`src/rtl/dtdu_pkg.sv`:
```
`default_nettype none
package dtdu_pkg;
  // Channel count and code width as built
  localparam int N_CH = 8;
  localparam int CODE_W = 16;
  // Toggle/dither pin count and per-channel pin select width
  localparam int PIN_CNT = 3;
  localparam int SEL_W = 2;
  // Span code width and the span forced by a clear (0 V to 5 V)
  localparam int SPAN_W = 3;
  localparam logic [SPAN_W-1:0] SPAN_0_TO_5V = 3'h0;
  // Reset and clear values of the channel state
  localparam logic [CODE_W-1:0] CODE_ZERO_SCALE = 16'h0000;
  localparam logic [SEL_W-1:0] SEL_RESET = 2'h0;
  localparam logic EN_RESET = 1'b0;
  localparam logic DITHER_RESET = 1'b0;
  localparam logic EXT_REF_RESET = 1'b0;
  // Edge detector lanes: three toggle pins, update pin, select/load pin
  localparam int EDGE_W = 5;
  localparam int LANE_UPDATE = 3;
  localparam int LANE_SELECT = 4;
endpackage : dtdu_pkg
`default_nettype wire

```
`src/rtl/dtdu_top.sv`:
```
// Notes on behaviour
// - In toggle mode a falling pin edge loads each enabled channel that selects that pin from A.
// - In toggle mode a rising pin edge loads each enabled channel that selects that pin from B.
// - In dither mode the pins are dither clocks that the host supplies.
// - In dither mode the outputs change only on a rising dither clock edge, an update or a clear.
// - Only channels whose enable bit is 1 react to toggle/dither edges.
// - A grounded compensation pin at power-up leaves the internal ref off.
// - By default the internal reference is driven onto the reference pin.
// - External reference mode stops driving the pin, leaving it an input.
// - Clear low forces zero-scale code, 0-5 V span and default controls.
// - Update pin falling while select/load is high copies A into all DACs.
`timescale 1ns/1ps
`default_nettype none
module dtdu_top #(
  parameter int N = dtdu_pkg::N_CH,
  parameter int W = dtdu_pkg::CODE_W
) (
  input wire logic clk,  // 100 MHz system clock
  input wire logic rst_b,  // Asynchronous reset, active low
  input wire logic [dtdu_pkg::PIN_CNT-1:0] toggleDitherPin,  // Toggle pins
  input wire logic dacUpdateN,  // Update pin, active low
  input wire logic selectAndLoadN,  // Chip select/load pin, active low
  input wire logic asyncClearN,  // Clear level, active low
  input wire logic referenceCompensationPin,  // High: cap, low: grounded
  input wire logic ctrlWrite,  // One-cycle strobe for control inputs
  input wire logic [N-1:0] channelToggleEnable,  // Per-channel enable
  input wire logic [N-1:0] channelDitherMode,  // 1: dither, 0: toggle
  input wire logic [N-1:0][dtdu_pkg::SEL_W-1:0] channelPinSel,  // Pin index
  input wire logic [N-1:0][dtdu_pkg::SPAN_W-1:0] channelSpan,  // Span code
  input wire logic extRefSelect,  // 1: external reference mode
  input wire logic [N-1:0][W-1:0] inputRegA,  // Input register A
  input wire logic [N-1:0][W-1:0] inputRegB,  // Input register B
  input wire logic [N-1:0][W-1:0] ditherCode,  // Next dither sample
  output logic [N-1:0][W-1:0] dacCode,  // DAC register contents
  output logic [N-1:0][dtdu_pkg::SPAN_W-1:0] spanCode,  // Active span
  output logic [N-1:0] enableState,  // Registered channel enables
  output logic intRefEnable,  // Internal reference powered
  output logic refDriveEn  // High while driving the reference pin
);
  import dtdu_pkg::*;

  typedef struct packed {
    logic [N-1:0][W-1:0] dac;
    logic [N-1:0][SPAN_W-1:0] span;
    logic [N-1:0] en;
    logic [N-1:0] dith;
    logic [N-1:0][SEL_W-1:0] sel;
    logic extRef;
    logic intRefOk;
    logic strapDone;
  } dtdu_state_t;

  dtdu_state_t state_reg;
  dtdu_state_t state_next;
  logic [1:0] rstSync_reg;
  logic rstN;
  logic [EDGE_W-1:0] edgeRise;
  logic [EDGE_W-1:0] edgeFall;
  logic updateEvent;

  // Pick the edge of the pin a channel listens to; index 3 means none
  function automatic logic pickEdge(input logic [EDGE_W-1:0] edges,
                                    input logic [SEL_W-1:0] sel);
    logic hit;
    hit = 1'b0;
    if (sel < SEL_W'(PIN_CNT)) begin
      hit = edges[sel];
    end
    return hit;
  endfunction : pickEdge

  // Reset release through two flip-flops
  always_ff @(posedge clk or negedge rst_b) begin
    if (!rst_b) begin
      rstSync_reg <= 2'h0;
    end else begin
      rstSync_reg <= {rstSync_reg[0], 1'b1};
    end
  end
  assign rstN = rstSync_reg[1];

  // Edge detection on pins, free of any serial clock
  dtdu_edge_detect #(
    .W(EDGE_W)
  ) u_edges (
    .clk(clk),
    .rstN(rstN),
    .level({selectAndLoadN, dacUpdateN, toggleDitherPin}),
    .rise(edgeRise),
    .fall(edgeFall)
  );

  // Update pin falls with select high, or select rises with update low
  assign updateEvent = (edgeFall[LANE_UPDATE] && selectAndLoadN) ||
                       (edgeRise[LANE_SELECT] && !dacUpdateN);

  // Next-state logic: clear beats update, update beats toggle and dither
  always_comb begin
    logic r;
    logic f;
    r = 1'b0;
    f = 1'b0;
    state_next = state_reg;
    // Strap caught in the first cycle after reset release
    if (!state_reg.strapDone) begin
      state_next.strapDone = 1'b1;
      state_next.intRefOk = referenceCompensationPin;
    end
    if (!asyncClearN) begin
      for (int c = 0; c < N; c++) begin
        state_next.dac[c] = CODE_ZERO_SCALE;
        state_next.span[c] = SPAN_0_TO_5V;
        state_next.sel[c] = SEL_RESET;
        state_next.en[c] = EN_RESET;
        state_next.dith[c] = DITHER_RESET;
      end
      state_next.extRef = EXT_REF_RESET;
    end else begin
      if (ctrlWrite) begin
        state_next.en = channelToggleEnable;
        state_next.dith = channelDitherMode;
        state_next.sel = channelPinSel;
        state_next.span = channelSpan;
        state_next.extRef = extRefSelect;
      end
      if (updateEvent) begin
        state_next.dac = inputRegA;
      end else begin
        for (int c = 0; c < N; c++) begin
          r = pickEdge(edgeRise, state_reg.sel[c]);
          f = pickEdge(edgeFall, state_reg.sel[c]);
          if (state_reg.en[c]) begin
            if (state_reg.dith[c]) begin
              // Pin is a dither clock; only its rising edge steps the output
              if (r) begin
                state_next.dac[c] = ditherCode[c];
              end
            end else if (f) begin
              state_next.dac[c] = inputRegA[c];
            end else if (r) begin
              state_next.dac[c] = inputRegB[c];
            end
          end
        end
      end
    end
  end

  // State register
  always_ff @(posedge clk or negedge rstN) begin
    if (!rstN) begin
      state_reg <= '0;
    end else begin
      state_reg <= state_next;
    end
  end

  // Outputs straight from the state register
  assign dacCode = state_reg.dac;
  assign spanCode = state_reg.span;
  assign enableState = state_reg.en;
  // Internal ref on unless strapped off or external mode chosen
  assign intRefEnable = state_reg.strapDone && state_reg.intRefOk &&
                        !state_reg.extRef;
  assign refDriveEn = intRefEnable;

  // Checks on channel 0, plus clear, update and reference checks on all channels
  logic fallHit0;
  logic riseHit0;
  logic ditherFall0;
  assign fallHit0 = asyncClearN && !updateEvent && state_reg.en[0] &&
                    !state_reg.dith[0] && pickEdge(edgeFall, state_reg.sel[0]);
  assign riseHit0 = asyncClearN && !updateEvent && state_reg.en[0] &&
                    !state_reg.dith[0] && pickEdge(edgeRise, state_reg.sel[0])
                    && !pickEdge(edgeFall, state_reg.sel[0]);
  assign ditherFall0 = asyncClearN && !updateEvent && state_reg.en[0] &&
                       state_reg.dith[0] &&
                       !pickEdge(edgeRise, state_reg.sel[0]);
endmodule : dtdu_top
`default_nettype wire

```
`src/rtl/dtdu_edge_detect.sv`:
```
`timescale 1ns/1ps
`default_nettype none
module dtdu_edge_detect #(
  parameter int W = 5
) (
  input wire logic clk,  // System clock
  input wire logic rstN,  // Synchronised reset, active low
  input wire logic [W-1:0] level,  // Sampled pin levels
  output logic [W-1:0] rise,  // Rising edge seen this cycle
  output logic [W-1:0] fall  // Falling edge seen this cycle
);
  typedef struct packed {
    logic primed;
    logic [W-1:0] prev;
  } dtdu_edge_state_t;

  dtdu_edge_state_t state_reg;
  dtdu_edge_state_t state_next;

  // Edges come from pin history alone, no serial activity needed
  assign rise = state_reg.primed ? (level & ~state_reg.prev) : '0;
  assign fall = state_reg.primed ? (~level & state_reg.prev) : '0;

  // First cycle after reset only learns the levels, so no false edge
  always_comb begin
    state_next = state_reg;
    state_next.primed = 1'b1;
    state_next.prev = level;
  end

  // State register
  always_ff @(posedge clk or negedge rstN) begin
    if (!rstN) begin
      state_reg <= '0;
    end else begin
      state_reg <= state_next;
    end
  end
endmodule : dtdu_edge_detect
`default_nettype wire

```
`config.mk`:
```
export PLATFORM = sky130hd
export DESIGN_NAME = dtdu_top
export DESIGN_NICKNAME = d
export VERILOG_FILES = /design/src/rtl/dtdu_pkg.sv /design/src/rtl/dtdu_top.sv /design/src/rtl/dtdu_edge_detect.sv
export SDC_FILE = /design/constraint.sdc
export NUM_CORES = 1
export LEC_CHECK = 0
export BUFFER_PORTS_ARGS = -buffer_cell sky130_fd_sc_hd__buf_4
export CAP_MARGIN = 30
export CORE_AREA = 2 2 242 244
export CTS_CLUSTER_DIAMETER = 40
export CTS_CLUSTER_SIZE = 10
export DETAILED_ROUTE_END_ITERATION = 12
export DIE_AREA = 0 0 244 246
export PLACE_DENSITY_LB_ADDON = 0.12
export SYNTH_ARGS = -nofsm -noshare
export SYNTH_HDL_FRONTEND = slang
export SYNTH_HIERARCHICAL = 1
export SYNTH_SLANG_ARGS = --single-unit
export TNS_END_PERCENT = 30
```
`constraint.sdc`:
```
create_clock -name clk -period 7.2 [get_ports clk]
set_clock_uncertainty 0.05 [all_clocks]
set_input_delay 2.16 -clock clk [delete_from_list [all_inputs] [get_ports clk]]
set_output_delay 2.16 -clock clk [all_outputs]
set_load 0.005 [all_outputs]
```
# Word-level counts from Yosys, hierarchy flattened
# Index checks and enable logic that the tools add are counted.
# op_classes
order_cmp	16
eq_ne	25
mux	125
bitwise	4
n_reduce_logical	15
# ops
op	count
2-to-1 mux 16 bit	40
2-to-1 mux 185 bit	1
2-to-1 mux 128 bit	1
2-to-1 mux 1 bit	64
2-to-1 mux 57 bit	1
binary-select mux 1 bit (select 2 bit)	16
less-than comparator 2 x 4 -> 1 bit, second input constant	8
!= test 4 x 1 -> 1 bit, second input constant	8
!= test 4 x 2 -> 1 bit, second input constant	8
!= test 3 x 1 -> 1 bit, second input constant	8
AND reduction 3 bit	8
less-than comparator 2 bit, second input constant	8
bitwise AND 5 bit	1
2-to-1 mux 5 bit	1
inverter 5 bit	1
bitwise AND 4 bit	1
logical AND 1 bit	4
2-to-1 mux 4 bit	1
inverter 4 bit	1
logical NOT 1 bit	2
!= test 2 x 1 -> 1 bit, second input constant	1
logical OR 1 bit	1
# word_totals
ff_bits	195

# Logic depth before layout (Yosys ltp)
# depth
depth_word	14
ltp_mapped	9
ltp_nobuf	6

# Modules after synthesis
# Netlist, hierarchy kept.
# modules_own_cells
mod	n_inst	cells_each	area_each_um2
dtdu_top	1	1449	13143.9
dtdu_edge_detect	1	17	241.5

# Least setup slack after synthesis
# OpenSTA, ideal clock, no wires.
# synth_path
path_type	input to register
startpoint	in toggleDitherPin[1] in the netlist's numbering
endpoint	reg state_reg, in the netlist dacCode[117]
setup_time_ps	104
t_arrival_ps	3599
required_ps	7046
path_slack_ps	3447
stages	7
n_path_buf	2
cell_sequence	and3b_1 > buf_2 > mux2i_1 > o22ai_4 > a221oi_4 > buf_6 > o41ai_2
# synth_between
elab_chain_cells	13
word_cells_on_any_way	23
# synth_lines
item	line	source
start, declared	dtdu_top.sv:20	input wire logic [dtdu_pkg::PIN_CNT-1:0] toggleDitherPin,
inverter 4 bit	dtdu_edge_detect.sv:22	assign fall = state_reg.primed ? (~level & state_reg.prev) : '0;
bitwise AND 4 bit	dtdu_edge_detect.sv:22	
2-to-1 mux 4 bit	dtdu_edge_detect.sv:22	
binary-select mux 1 bit (select 2 bit)	dtdu_top.sv:67	hit = edges[sel];
2-to-1 mux 1 bit (not written as such)	dtdu_top.sv:67	
2-to-1 mux 1 bit	dtdu_top.sv:66	if (sel < SEL_W'(PIN_CNT)) begin
2-to-1 mux 1 bit	dtdu_top.sv:126	if (updateEvent) begin
2-to-1 mux 1 bit	dtdu_top.sv:109	if (!asyncClearN) begin
2-to-1 mux 16 bit	dtdu_top.sv:138	end else if (f) begin
2-to-1 mux 16 bit	dtdu_top.sv:133	if (state_reg.dith[c]) begin
2-to-1 mux 16 bit	dtdu_top.sv:132	if (state_reg.en[c]) begin
2-to-1 mux 128 bit	dtdu_top.sv:126	
2-to-1 mux 185 bit	dtdu_top.sv:109	
end signal, assigned	dtdu_top.sv:154	state_reg <= state_next;
end, declared	dtdu_top.sv:53	dtdu_state_t state_reg;
# Several ways; a longest one is shown, not always the timed one. The select of a mux whose other input is x is not followed.
# A chain may end at the register's enable or synchronous reset.

# Worst setup path after layout
# layout_path
startpoint	in toggleDitherPin[1] in the netlist's numbering
endpoint	reg state_reg, in the netlist dacCode[112]
# layout_between
elab_chain_cells	13
word_cells_on_any_way	23
# layout_lines
item	line	source
inverter 4 bit (*)	dtdu_edge_detect.sv:22	
bitwise AND 4 bit (*)	dtdu_edge_detect.sv:22	
2-to-1 mux 4 bit (*)	dtdu_edge_detect.sv:22	
net edgeFall[1]	dtdu_top.sv:58	logic [EDGE_W-1:0] edgeFall;
binary-select mux 1 bit (select 2 bit) (*)	dtdu_top.sv:67	
2-to-1 mux 1 bit (not written as such) (*)	dtdu_top.sv:67	
2-to-1 mux 1 bit (*)	dtdu_top.sv:66	
2-to-1 mux 1 bit (*)	dtdu_top.sv:126	
2-to-1 mux 1 bit (*)	dtdu_top.sv:109	
2-to-1 mux 16 bit	dtdu_top.sv:138	
2-to-1 mux 16 bit	dtdu_top.sv:133	
2-to-1 mux 16 bit	dtdu_top.sv:132	
2-to-1 mux 128 bit	dtdu_top.sv:126	
2-to-1 mux 185 bit	dtdu_top.sv:109	
# The timed path passes the listed nets; every way through them passes the cells marked *. The select of a mux whose other input is x is not followed.

==> impl_metrics.py <==
metrics = {
    "floorplanning": {
        "placeableCoreArea_sq_mm": 0.0574,
        "dieWidth_um": 244,
        "initial_cell_density_of_the_core_pct": 23.3,
        "floorplan.rows": 88,
        "design.die.area_sq_mm": 0.0600,
        "floorplan.die.height_um": 246,
        "ioPinCount": 613,
    },
    "cells_and_area": {
        "fillers": 6047,
        "drive_gt1_share_pct": 38.1,
        "multi_input_comb_area_sq_mm": 0.00627,
        "p_r_area_growth_vs_syn_pct": 34.1,
        "largest_register_ffs": 128,
        "seqCellArea_sq_mm": 0.00488,
        "layout.nets": 2276,
        "postLayoutCellArea_sq_mm": 0.0179,
    },
    "cts": {
        "tritoncts": "yes",
        "clock_insertion_delay_worst_skew_ns": 0.49,
        "cts.reportedPaths.clkPinSlew_ns": 0.08,
        "cts_repair_resize_count": 0,
        "cts_buffer_depth": 2,
        "clock_tree.htree_level_count": 4,
        "postCtsSetupRepairBufs": 0,
        "holdBufCountCts": 0,
        "numCtsBuffers": 17,
        "cts.root.buffer_cell": "clkbuf_16",
        "cts.sinks": 195,
    },
    "worst_setup_path": {
        "critical-path-top-cell-by-count": "buf_4",
        "crit_fanout": 32,
        "end_of_the_worst_register_to_register_path": "dacCode[112]$_DFFE_PN0P_",
        "slowest_delay_ns": 0.78,
        "cp-start-kind": "input port",
        "critical_path_required_ns": 7.53,
        "critical_path.reg2reg.startpoint": "u_edges/state_reg[5]$_DFF_PN0_",
        "critical_path_arrival_ns": 4.69,
        "timing.critical_path.to_type": "register",
        "crit_path_cell_chain": "buf_4, and3b_1, mux2i_1, o22ai_4, a221oi_4, buf_4, o41ai_1",
        "path_class": "in2reg",
        "crit_slowest_cell": "and3b_1",
        "worstRegToRegCells": 6,
        "worst-r2r-setup-slack_ns": 4.15,
    },
    "global_route": {
        "grt_max_degree": 105,
        "number_of_global_route_vias_before_repair": 12100,
        "grt_pass1_wl_um": 77900,
        "grt_use_total_pct": 17.2,
        "antenna_found_initial": 8,
        "globalRouteOverflowTotal": 0,
    },
    "sta": {
        "finalHoldViolations": 0,
        "grt_setup_unrepaired": "false",
        "timing.slew.headroom_pct": 29.8,
        "fin_worst_hold_slack_ns": 0.231,
        "setup-violations-final": 0,
        "timing.final.max_slew_violations": 0,
        "finalWorstSetupSlack_ns": 2.84,
        "final_period_minus_worst_setup_slack_ns": 4.36,
        "final.setup.tns_ns": 0,
        "max_freq_mhz": 229,
        "fin_crit_sh_pct": 60.6,
        "timing_worst_slew_pin_value_ns": 1.05,
    },
    "power": {
        "p_leak_uw": 0.00859,
        "switching_share_pct": 31.0,
        "sequentialPowerShare_pct": 40.5,
        "finalPower_uw": 3280,
        "power_frac_clock_pct": 31.3,
        "power.ir.vdd_worst_mv": 0.175,
        "net-switching-power_uw": 1020,
        "power-per-cell-area_mw_per_mm2": 183,
        "power_report.internal_total_uw": 2260,
        "p_comb_share_pct": 28.2,
    },
    "drt": {
        "total_length_of_routed_wires_um": 53100,
        "ant_nets": 0,
        "vias": 11800,
        "post-route-drc-count": 0,
        "detail_route.iter0.violations": 500,
        "viasPerCell": 4.54,
        "wire_per_inst_um": 20.4,
        "first_pass_iters": 4,
    },
    "placed_design": {
        "place_hpwl_um": 39500,
        "placement.cell_area_sq_mm": 0.0173,
        "place_ws_ns": 2.23,
        "routability_cong": 0.869,
        "placement.io_buffers": 612,
    },
    "run": {
        "max_cap_violations": 0,
    },
    "status": {
        "run_status": "finished, final reports clean",
    },
    "hold_path": {
        "hold_class": "reg2async",
    },
    "synth": {
        "syn_warnings": 6,
        "synthesis.instances": 1464,
        "synth_area_per_cell_sq_um": 9.13,
        "cell_area_after_synthesis_sq_mm": 0.0134,
    },
}
==> cell usage in the layout (no fill, tap or decap), drive strengths merged <==
cell type / instances
dfrtp: 195
nor2: 1
o221ai: 112
inv: 121
diode: 4
a21oi: 113
o211ai: 1
nand3: 7
nor3: 149
a221oi: 1
bufinv: 2
conb: 3
nand3b: 8
o41ai: 16
nor2b: 170
o21a: 1
o22ai: 1
nor4: 16
mux2i: 185
o31ai: 7
clkbuf: 21
buf: 631
clkinvlp: 1
or2: 7
clkinv: 2
and3b: 15
o21ai: 26
nand2: 26
==> power by group through the flow <==
stage,logic [uW],clock network [uW],registers [uW]
2_1_floorplan,590,0,1310
3_5_place_dp,942,0,1350
4_1_cts,943,1080,1330
6_report,924,1030,1330
5_1_grt,1010,1120,1350
3_3_place_gp,931,0,1350
==> worst max path at each step <==
stage / slack [ns] / start / to
5_1_grt: 2.61 / toggleDitherPin[1] / dacCode[127]$_DFFE_PN0P_
3_3_place_gp: 2.33 / toggleDitherPin[1] / dacCode[127]$_DFFE_PN0P_
2_1_floorplan: 1.31 / rstSync_reg[1]$_DFF_PN0_ / dacCode[0]$_DFFE_PN0P_
6_report: 2.84 / toggleDitherPin[1] / dacCode[112]$_DFFE_PN0P_
4_1_cts: 2.83 / toggleDitherPin[1] / dacCode[112]$_DFFE_PN0P_
3_5_place_dp: 2.23 / toggleDitherPin[1] / dacCode[112]$_DFFE_PN0P_
==> per-stage QoR <==
| step | instances | utilization (%) |
|---|---|---|
| 2_1_floorplan | 1465 | - |
| 5_1_grt | 2606 | 31.3 |
| 3_3_place_gp | 2563 | 30.0 |
| 4_1_cts | 2601 | 31.2 |
| 3_5_place_dp | 2569 | 30.2 |
| 6_report | 2607 | 31.3 |
==> metal layers <==
metal  share of wire (%)  GRT usage [%]  vias up
met5                0.11              0        -
met4                 1.9           5.36        8
met3                 5.7           4.54       51
met2                  51           30.2      346
met1                  41           20.3     5702
li1                    -              -     5719
==> worst max-delay path, delay by kind of cell <==
kind / cells / cell delay, ns
AO/OA/AOI/OAI: 3 / 1.06
AND/OR/NAND/NOR: 1 / 0.78
buffers and inverters: 2 / 0.41
multiplexers: 1 / 0.25
==> cell type report <==
cell class                      instances  area share, %
Antenna cell                            4         0.0558
Clock buffer                           21           2.51
Clock inverter                         11          0.775
Inverter                              115           2.41
Multi-Input combinational cell        865           35.0
Sequential cell                       195           27.2
Tap cell                              765           5.34
Timing Repair Buffer                  631           26.7
Note: power is estimated with default switching activity, not from simulation.
